==> src/core/btd_slot_decode.sv <==
// bundle decoder package and single-slot major opcode decoder
package btd_pkg;
  localparam int BUNDLE_W = 128;
  localparam int TPL_W = 5;
  localparam int SLOT_W = 41;
  localparam int SLOT_COUNT = 3;
  localparam int PR_COUNT = 64;
  localparam int IMM14_W = 14;
  localparam int PAIR_COUNT = 16;
  localparam int SEL_W = 2;
  // bundle and instruction field positions
  localparam int TPL_LO = 0;
  localparam int SLOT0_LO = 5;
  localparam int OPC_HI = 40;
  localparam int OPC_LO = 37;
  localparam int QP_HI = 5;
  localparam int QP_LO = 0;
  localparam int SIGN_BIT = 36;
  localparam int X2A_HI = 35;
  localparam int X2A_LO = 34;
  localparam int IMM6_HI = 32;
  localparam int IMM6_LO = 27;
  localparam int IMM7_HI = 19;
  localparam int IMM7_LO = 13;
  localparam logic [1:0] X2A_ADD_IMM14 = 2'h2;
  localparam logic [SEL_W-1:0] SLOT_SEL_0 = 2'h0;
  localparam logic [SLOT_COUNT-1:0] NO_SLOTS = 3'h0;
  // major opcode values; meaning depends on the unit column
  localparam logic [3:0] MOP_0 = 4'h0, MOP_1 = 4'h1, MOP_2 = 4'h2, MOP_4 = 4'h4, MOP_5 = 4'h5;
  localparam logic [3:0] MOP_6 = 4'h6, MOP_7 = 4'h7, MOP_8 = 4'h8, MOP_9 = 4'h9, MOP_A = 4'hA;
  localparam logic [3:0] MOP_B = 4'hB, MOP_C = 4'hC, MOP_D = 4'hD, MOP_E = 4'hE;
  // unused major ops: ignored in the branch column, reserved in the extended column,
  // reserved-if-guard-true everywhere else
  localparam logic [15:0] UNUSED_IGN_B = 16'hFFC8;
  localparam logic [15:0] UNUSED_RES_X = 16'hFFBE;
  localparam logic [31:0] TPL_RESERVED = 32'hCC30_00C0;

  typedef enum logic [2:0] {UNIT_NONE, UNIT_M, UNIT_I, UNIT_F, UNIT_B, UNIT_L, UNIT_X} btd_unit_e;
  typedef btd_unit_e [SLOT_COUNT-1:0] btd_trio_t;
  typedef enum logic [4:0] {
    OP_NONE, OP_UNUSED, OP_I_MISC, OP_DEPOSIT, OP_SHIFT_TBIT, OP_MM_MPY_SHIFT, OP_ALU, OP_ADD_IMM22,
    OP_COMPARE, OP_MEM_MGMT, OP_INT_LD_REG, OP_INT_LDST_IMM, OP_FP_LDST_REG, OP_FP_LDST_IMM,
    OP_FP_MISC, OP_FP_COMPARE, OP_FP_CLASS, OP_FMA, OP_FMS, OP_FNMA, OP_FSEL_XMA, OP_B_MISC_IND,
    OP_IND_CALL, OP_B_NOP, OP_REL_BRANCH, OP_REL_CALL, OP_LX_MISC, OP_MOVL, OP_LX_PAIR
  } btd_op_e;

  // indexed by template bits 4:1, entries list slot 2, slot 1, slot 0
  localparam btd_trio_t TPL_PAIR_MAP [PAIR_COUNT] = '{
    '{UNIT_I, UNIT_I, UNIT_M}, '{UNIT_I, UNIT_I, UNIT_M}, '{UNIT_X, UNIT_L, UNIT_M},
    '{UNIT_NONE, UNIT_NONE, UNIT_NONE}, '{UNIT_I, UNIT_M, UNIT_M}, '{UNIT_I, UNIT_M, UNIT_M},
    '{UNIT_I, UNIT_F, UNIT_M}, '{UNIT_F, UNIT_M, UNIT_M}, '{UNIT_B, UNIT_I, UNIT_M},
    '{UNIT_B, UNIT_B, UNIT_M}, '{UNIT_NONE, UNIT_NONE, UNIT_NONE}, '{UNIT_B, UNIT_B, UNIT_B},
    '{UNIT_B, UNIT_M, UNIT_M}, '{UNIT_NONE, UNIT_NONE, UNIT_NONE}, '{UNIT_B, UNIT_F, UNIT_M},
    '{UNIT_NONE, UNIT_NONE, UNIT_NONE}
  };
endpackage

module btd_slot_decode import btd_pkg::*; (
  // slot in
  input btd_unit_e unit,
  input wire logic [SLOT_W-1:0] instr,
  input wire logic [PR_COUNT-1:0] predicateRegisters,
  // decode result
  output btd_op_e opClass,
  output btd_unit_e execUnit,
  output logic fault,
  output logic nop,
  output logic [IMM14_W-1:0] imm14,
  output logic imm14Valid
);
  logic [3:0] mop;
  logic guardTrue;
  logic ignUnused;
  logic resUnused;

  always_comb begin
    mop = instr[OPC_HI:OPC_LO]; // RULE12
    guardTrue = predicateRegisters[instr[QP_HI:QP_LO]];
    opClass = OP_UNUSED;
    execUnit = unit;
    ignUnused = 1'b0;
    resUnused = 1'b0;
    fault = 1'b0;
    nop = 1'b0;
    case (unit) // RULE13
      UNIT_I: begin
        case (mop) // RULE17
          MOP_0: opClass = OP_I_MISC;
          MOP_4: opClass = OP_DEPOSIT;
          MOP_5: opClass = OP_SHIFT_TBIT;
          MOP_7: opClass = OP_MM_MPY_SHIFT;
          MOP_8: opClass = OP_ALU; // RULE11
          MOP_9: opClass = OP_ADD_IMM22;
          MOP_C, MOP_D, MOP_E: opClass = OP_COMPARE;
          default: opClass = OP_UNUSED;
        endcase
      end
      UNIT_M: begin
        case (mop) // RULE18
          MOP_0, MOP_1: opClass = OP_MEM_MGMT;
          MOP_4: opClass = OP_INT_LD_REG;
          MOP_5: opClass = OP_INT_LDST_IMM;
          MOP_6: opClass = OP_FP_LDST_REG;
          MOP_7: opClass = OP_FP_LDST_IMM;
          MOP_8: opClass = OP_ALU; // RULE11
          MOP_9: opClass = OP_ADD_IMM22;
          MOP_C, MOP_D, MOP_E: opClass = OP_COMPARE;
          default: opClass = OP_UNUSED;
        endcase
      end
      UNIT_F: begin
        case (mop) // RULE19
          MOP_0, MOP_1: opClass = OP_FP_MISC;
          MOP_4: opClass = OP_FP_COMPARE;
          MOP_5: opClass = OP_FP_CLASS;
          MOP_8, MOP_9: opClass = OP_FMA;
          MOP_A, MOP_B: opClass = OP_FMS;
          MOP_C, MOP_D: opClass = OP_FNMA;
          MOP_E: opClass = OP_FSEL_XMA;
          default: opClass = OP_UNUSED;
        endcase
      end
      UNIT_B: begin
        ignUnused = UNUSED_IGN_B[mop];
        case (mop) // RULE20
          MOP_0: opClass = OP_B_MISC_IND;
          MOP_1: opClass = OP_IND_CALL;
          MOP_2: opClass = OP_B_NOP;
          MOP_4: opClass = OP_REL_BRANCH;
          MOP_5: opClass = OP_REL_CALL;
          default: opClass = OP_UNUSED;
        endcase
      end
      UNIT_X: begin
        execUnit = UNIT_I; // RULE9
        resUnused = UNUSED_RES_X[mop];
        case (mop) // RULE20
          MOP_0: opClass = OP_LX_MISC;
          MOP_6: opClass = OP_MOVL;
          default: opClass = OP_UNUSED;
        endcase
      end
      UNIT_L: begin
        // the immediate half of the pair; the op is decoded on the X slot
        opClass = OP_LX_PAIR; // RULE9
        execUnit = UNIT_I;
      end
      default: opClass = OP_NONE;
    endcase
    if (opClass == OP_UNUSED) begin
      if (ignUnused) begin
        nop = 1'b1; // RULE14
      end else if (resUnused) begin
        fault = 1'b1; // RULE15
      end else begin
        fault = guardTrue; // RULE16
        nop = !guardTrue; // RULE16
      end
    end
    if (opClass == OP_B_NOP) begin
      nop = 1'b1;
    end
    imm14 = {instr[SIGN_BIT], instr[IMM6_HI:IMM6_LO], instr[IMM7_HI:IMM7_LO]}; // RULE21
    imm14Valid = (opClass == OP_ALU) && (instr[X2A_HI:X2A_LO] >= X2A_ADD_IMM14); // RULE21
  end
endmodule // btd_slot_decode

==> src/core/btd_bundle_decoder.sv <==
// bundle template and major opcode decoder, one registered stage
// Operation
// [RULE1] Accept each 128-bit bundle as three 41-bit slots and a 5-bit template.
// [RULE2] Template bits 4:0, slot 0 bits 45:5, slot 1 86:46, slot 2 127:87.
// [RULE3] Template yields both stop positions and the unit type of each slot.
// [RULE4] Slot 0 executes earliest and slot 2 latest within a bundle.
// [RULE5] Reserved templates 06,07,14,15,1A,1B,1E,1F raise an illegal operation fault.
// [RULE6] Templates 00-03 MII, 04-05 MLX, 08-0B MMI.
// [RULE7] Templates 0C-0D MFI, 0E-0F MMF, 10-11 MIB, 12-13 MBB.
// [RULE8] Templates 16-17 BBB, 18-19 MMB, 1C-1D MFB.
// [RULE9] Long-immediate instruction spans slots 1 and 2 and runs on the I unit.
// [RULE10] Integer to I, memory to M, floating-point to F, branch to B.
// [RULE11] Integer ALU instructions execute from either an I slot or an M slot.
// [RULE12] Instructions are 41 bits; major opcode is bits 40:37.
// [RULE13] Major opcode meaning depends on the unit column chosen by the template.
// [RULE14] Ignored unused major opcodes complete as no-ops without fault.
// [RULE15] Reserved unused major opcodes always raise an illegal operation fault.
// [RULE16] Guard-reserved opcodes fault if the guard predicate is 1, else no-op.
// [RULE17] I column 0,4,5,7,8,9,C-E: misc, deposit, shift, mm, ALU, add22, compare.
// [RULE18] M column: 0-1 mem mgmt, 4-7 loads/stores, 8 ALU, 9 add22, C-E compare.
// [RULE19] F column 0-1,4,5,8-9,A-B,C-D,E: misc, compare, class, fma, fms, fnma, select.
// [RULE20] B column 0,1,2,4,5: misc, call, nop, branch, call; extended 0 misc, 6 movl.
// [RULE21] Add-immediate-14 immediate is sign bit, 6-bit and 7-bit fields.
module btd_bundle_decoder import btd_pkg::*; #(
  // templates whose stop falls after slot 0 / slot 1, one bit per template value
  parameter logic [31:0] STOP_AFTER_SLOT0 = 32'h0000_0000,
  parameter logic [31:0] STOP_AFTER_SLOT1 = 32'h0000_0000
) (
  // clock and reset
  input wire logic clk,
  input wire logic reset,
  // from fetch
  input wire logic bundleValid,
  input wire logic [BUNDLE_W-1:0] bundle,
  input wire logic [PR_COUNT-1:0] predicateRegisters,
  // bundle-level result
  output logic decValid,
  output logic [TPL_W-1:0] templateValue,
  output logic templateFault,
  output logic [SLOT_COUNT-1:0] stopAfter,
  output logic bundleFault,
  output logic [SEL_W-1:0] firstFaultSlot,
  // per-slot result to execution units
  output btd_trio_t slotUnit,
  output btd_trio_t slotExecUnit,
  output btd_op_e [SLOT_COUNT-1:0] slotOp,
  output logic [SLOT_COUNT-1:0] slotFault,
  output logic [SLOT_COUNT-1:0] slotNop,
  output logic [SLOT_COUNT-1:0][SLOT_W-1:0] slotInstr,
  output logic [SLOT_COUNT-1:0][IMM14_W-1:0] slotImm14,
  output logic [SLOT_COUNT-1:0] slotImm14Valid
);
  typedef struct packed {
    logic valid;
    logic [TPL_W-1:0] tmpl;
    logic tplFault;
    logic [SLOT_COUNT-1:0] stop;
    logic anyFault;
    logic [SEL_W-1:0] firstFault;
    btd_trio_t unit;
    btd_trio_t execUnit;
    btd_op_e [SLOT_COUNT-1:0] op;
    logic [SLOT_COUNT-1:0] fault;
    logic [SLOT_COUNT-1:0] nop;
    logic [SLOT_COUNT-1:0][SLOT_W-1:0] instr;
    logic [SLOT_COUNT-1:0][IMM14_W-1:0] imm;
    logic [SLOT_COUNT-1:0] immValid;
  } btd_state_s;

  btd_state_s state_q;
  btd_state_s state_d;

  logic [TPL_W-1:0] tmplIn;
  btd_trio_t unitIn;
  logic [SLOT_COUNT-1:0][SLOT_W-1:0] slotIn;
  btd_op_e [SLOT_COUNT-1:0] opIn;
  btd_trio_t execIn;
  logic [SLOT_COUNT-1:0] faultIn;
  logic [SLOT_COUNT-1:0] nopIn;
  logic [SLOT_COUNT-1:0][IMM14_W-1:0] immIn;
  logic [SLOT_COUNT-1:0] immValidIn;

  assign tmplIn = bundle[TPL_LO +: TPL_W]; // RULE2
  // reserved templates map to no unit, so no slot decodes behind them
  assign unitIn = TPL_PAIR_MAP[tmplIn[TPL_W-1:1]]; // RULE6 RULE7 RULE8

  // one decoder per slot; the column comes from the template
  for (genvar k = 0; k < SLOT_COUNT; k++) begin : g_slot
    assign slotIn[k] = bundle[SLOT0_LO + k*SLOT_W +: SLOT_W]; // RULE1 RULE2
    btd_slot_decode u_dec (
      .unit(unitIn[k]),
      .instr(slotIn[k]),
      .predicateRegisters(predicateRegisters),
      .opClass(opIn[k]),
      .execUnit(execIn[k]),
      .fault(faultIn[k]),
      .nop(nopIn[k]),
      .imm14(immIn[k]),
      .imm14Valid(immValidIn[k])
    ); // RULE10 RULE13
  end

  always_comb begin
    state_d = state_q;
    state_d.valid = bundleValid;
    state_d.tmpl = tmplIn;
    state_d.tplFault = bundleValid && TPL_RESERVED[tmplIn]; // RULE5
    state_d.stop = {tmplIn[0], STOP_AFTER_SLOT1[tmplIn], STOP_AFTER_SLOT0[tmplIn]}; // RULE3
    state_d.unit = unitIn; // RULE3
    state_d.execUnit = execIn;
    state_d.op = opIn;
    state_d.fault = bundleValid ? faultIn : NO_SLOTS;
    state_d.nop = bundleValid ? nopIn : NO_SLOTS;
    state_d.instr = slotIn;
    state_d.imm = immIn;
    state_d.immValid = bundleValid ? immValidIn : NO_SLOTS;
    state_d.anyFault = state_d.tplFault || (|state_d.fault);
    // lowest slot wins: it is the earliest in execution order
    state_d.firstFault = SLOT_SEL_0;
    for (int k = SLOT_COUNT - 1; k >= 0; k--) begin
      if (state_d.fault[k]) begin
        state_d.firstFault = SEL_W'(k); // RULE4
      end
    end
  end

  always_ff @(posedge clk) begin
    if (reset) begin
      state_q <= '0;
    end else begin
      state_q <= state_d;
    end
  end

  assign decValid = state_q.valid;
  assign templateValue = state_q.tmpl;
  assign templateFault = state_q.tplFault;
  assign stopAfter = state_q.stop;
  assign bundleFault = state_q.anyFault;
  assign firstFaultSlot = state_q.firstFault;
  assign slotUnit = state_q.unit;
  assign slotExecUnit = state_q.execUnit;
  assign slotOp = state_q.op;
  assign slotFault = state_q.fault;
  assign slotNop = state_q.nop;
  assign slotInstr = state_q.instr;
  assign slotImm14 = state_q.imm;
  assign slotImm14Valid = state_q.immValid;
endmodule // btd_bundle_decoder

==> config.mk <==
export PLATFORM = sky130hd
export DESIGN_NAME = btd_bundle_decoder
export DESIGN_NICKNAME = d
export VERILOG_FILES = /design/src/core/btd_slot_decode.sv /design/src/core/btd_bundle_decoder.sv
export SDC_FILE = /design/constraint.sdc
export NUM_CORES = 1
export LEC_CHECK = 0
export ABC_AREA = 1
export BUFFER_PORTS_ARGS = -buffer_cell sky130_fd_sc_hd__buf_2
export CORE_AREA = 2 2 159 161
export CTS_CLUSTER_DIAMETER = 120
export DETAILED_ROUTE_END_ITERATION = 7
export DIE_AREA = 0 0 161 163
export GPL_ROUTABILITY_DRIVEN = 0
export GPL_TIMING_DRIVEN = 1
export PLACE_DENSITY = 0.74
export RECOVER_POWER = 25
export SLEW_MARGIN = 5
export SYNTH_ARGS = -nofsm -noshare
export SYNTH_HDL_FRONTEND = slang
export SYNTH_HIERARCHICAL = 1
export SYNTH_SLANG_ARGS = --single-unit
==> constraint.sdc <==
create_clock -name clk -period 2.1 [get_ports clk]
set_input_delay 0.21 -clock clk [delete_from_list [all_inputs] [get_ports clk]]
set_output_delay 0.21 -clock clk [all_outputs]
set_load 0.01 [all_outputs]
==> results_dict.tcl <==
set metrics [dict create \
    outcome "completed" \
    synth.avg_cell_area_um2 6.82 \
    io_pins 415 \
    syn_inst 1510 \
    fp.coreArea_um2 24700 \
    timing.final.crit_share 0.929 \
    gr-usage-all-layers 0.269 \
    synth.largest_area_cell "dfxtp_1" \
    finalSetupViolCount 0 \
    ys_ff_latch 216 \
    die_y_um 163 \
    clockBufferDepth 3 \
    p_leak_uw 0.00825 \
    hold_path_depth 4 \
    cts_tree "built" \
    initial_utilization 0.417 \
    drt_iter0_markers 1290 \
    dp_hpwl_mm 25.8 \
    yosys-top-cells-area "dfxtp_1, nand2_1, nand3_1" \
    peakVddDrop_mv 0.664 \
    slew_viol_final 0 \
    worst_slew_pin_slew_ns 1.15 \
    fin_nets 2241 \
    antenna_found_initial 2 \
    first_pass_iters 7 \
    synth_edf_count 0 \
    vias_per_cell 4.85 \
    synth_top_area_share 0.420 \
    power_per_cell_area_nw_per_um2 706 \
    num_rows 58 \
    ys_types 40 \
    ys_seq_area_frac 0.420 \
    fp.dieArea_um2 26200 \
    grt_pass1_vias 11113 \
    finalWorstSetupSlack_ns 0.150 \
    path_class "input port to flip-flop" \
    final_util 0.592 \
    drive_gt1_frac 0.297 \
    synth_most_common_cell "nand2_1" \
    grt_overflow 0 \
    area_growth_pct 41.8 \
    whs_ns 0.0926 \
    yosys_warnings 6 \
    critPathArrivalTime_ns 2.38 \
    cp-end-kind "flip-flop" \
    h-tree-depth 1 \
    synth_common_cells "nand2_1, inv_1, nor2_1" \
    antenna_left 0 \
    io_buffers 411 \
    finalCriticalPeriod_ns 1.95 \
    synthArstFlopShare 0 \
    maxSlewHeadroom 0.233 \
    dpl_cell_area_um2 12700 \
    clockRootBuffer "clkbuf_16" \
    min_path_type "input port to flip-flop" \
    cp_max_fo 8 \
    required_ns 2.53 \
    die_w_um 161 \
    synth-main-ff-cell "dfxtp_1" \
    wl_per_cell_um 15.6 \
    vias 11537 \
    clock_sinks 216 \
    cap_viol_max_count 0 \
    grt_max_degree 68 \
    drc_errors 0 \
    grt_pass1_wl_mm 57.0 \
    holdCritStartpoint "bundle[125]" \
    start_kind "input port" \
    syn_area_um2 10300 \
    fmax_mhz 513 \
    design_area_um2 14600 \
    clkSlewWorstSetupHoldPaths_ns 0.06 \
    cts_inserted_buffers 22 \
    totalWireLength_mm 37.2 \
    hold_viol_final 0 \
    place_ws_ns -0.223 \
    min_to "slotInstr[120]" \
    fillers 2146 \
]
-- worst max-delay path: stages --
cell           delay (ns)
dlygate4sd3_1        0.54
buf_2                0.14
inv_1                0.27
nand3_1              0.14
nand3_1              0.15
nand2_1              0.07
nand2_1              0.06
nand3_1              0.15
nand3_1              0.13
nand2_1              0.08
nor2_2               0.16
inv_1                0.08
nor4_2               0.19
-- logic make-up (layout without fill, tap and decap cells) --
kind of cell,after synthesis,count (layout),share of synthesized area
AOI/OAI and AO/OA,55,55,0.0308
and+or+nand+nor,832,832,0.362
adders and majority gates,12,12,0.0146
buffers and inverters,394,927,0.172
other,1,9,0.000364
DFF,216,216,0.420
-- metal layers --
layer / global-route usage / routed length (µm) / up-vias
li1: - / - / 5547
met1: 0.310 / 14100 / 5198
met2: 0.477 / 18100 / 645
met3: 0.0558 / 3110 / 147
met4: 0.130 / 1930 / 0
met5: 0 / 0 / -
-- where the power goes --
group | internal, µW | switching [µW]
Clock | 2230 | 1620
Combinational | 871 | 1210
Sequential | 4320 | 65.5
Total | 7420 | 2890
-- layout by cell type, fill, tap and decap left out, types with 3 or more instances in the layout --
cell type,n
conb_1,7
clkbuf_16,22
nor2_1,243
clkbuf_1,9
ha_1,12
buf_2,410
nand2_2,8
dlygate4sd3_1,117
buf_12,6
buf_4,63
o211ai_1,3
inv_1,251
clkinv_2,5
nor2_2,13
a21oi_1,17
o21ai_0,8
nor3_1,15
nand4_1,5
nand3b_1,3
nand3_2,9
o21ai_1,16
nor2_4,5
nand3_1,207
nor3_2,10
nand2_1,300
nor3_4,4
dfxtp_1,216
inv_2,33
-- repair_timing --
action	CTS	global route
hold buffers	117	0
endpoints found under the hold margin	160	0
gates resized for setup	0	7
buffers inserted	0	1
endpoints found under the setup margin	0	5
-- how the worst max path moves through the flow --
stage                              endpoint        from  depth (start not counted)
after global routing      firstFaultSlot[0]  bundle[85]                         15
after global placement          bundleFault   bundle[1]                         17
after floorplan           firstFaultSlot[1]   bundle[2]                         14
after detailed placement        bundleFault   bundle[1]                         17
after CTS                       bundleFault  bundle[44]                         14
final                     firstFaultSlot[1]  bundle[89]                         13
-- through the flow --
stage | total power (µW) | setup TNS [ns] | std cells
floorplan | 5530 | 0 | 1516
detailed placement | 6300 | -1.21 | 2222
global placement | 6270 | -0.297 | 2222
global route | 10800 | -0.000427 | 2381
finish | 10300 | 0 | 2381
CTS | 10300 | 0 | 2378
-- flip-flops by register name (all words and copies together) (netlist names) --
signal,count
slotInstr,123
slotImm14,42
slotOp,15
slotExecUnit,9
slotUnit,8
templateValue,5
slotFault,3
slotImm14Valid,3
slotNop,3
firstFaultSlot,2
bundleFault,1
decValid,1
templateFault,1
-- area by class of cell --
cell class | count | area (µm²) | area share
well taps | 330 | 413 | 0.0283
clock buffers | 30 | 591 | 0.0405
multi-input cells | 906 | 4230 | 0.289
inverters | 286 | 1070 | 0.0735
repair buffers | 602 | 3860 | 0.264
clock inverters | 9 | 110 | 0.00754
diodes | 2 | 5.00 | 0.000343
flip-flops and latches | 216 | 4320 | 0.296
Note: power is estimated with default switching activity, not from simulation.
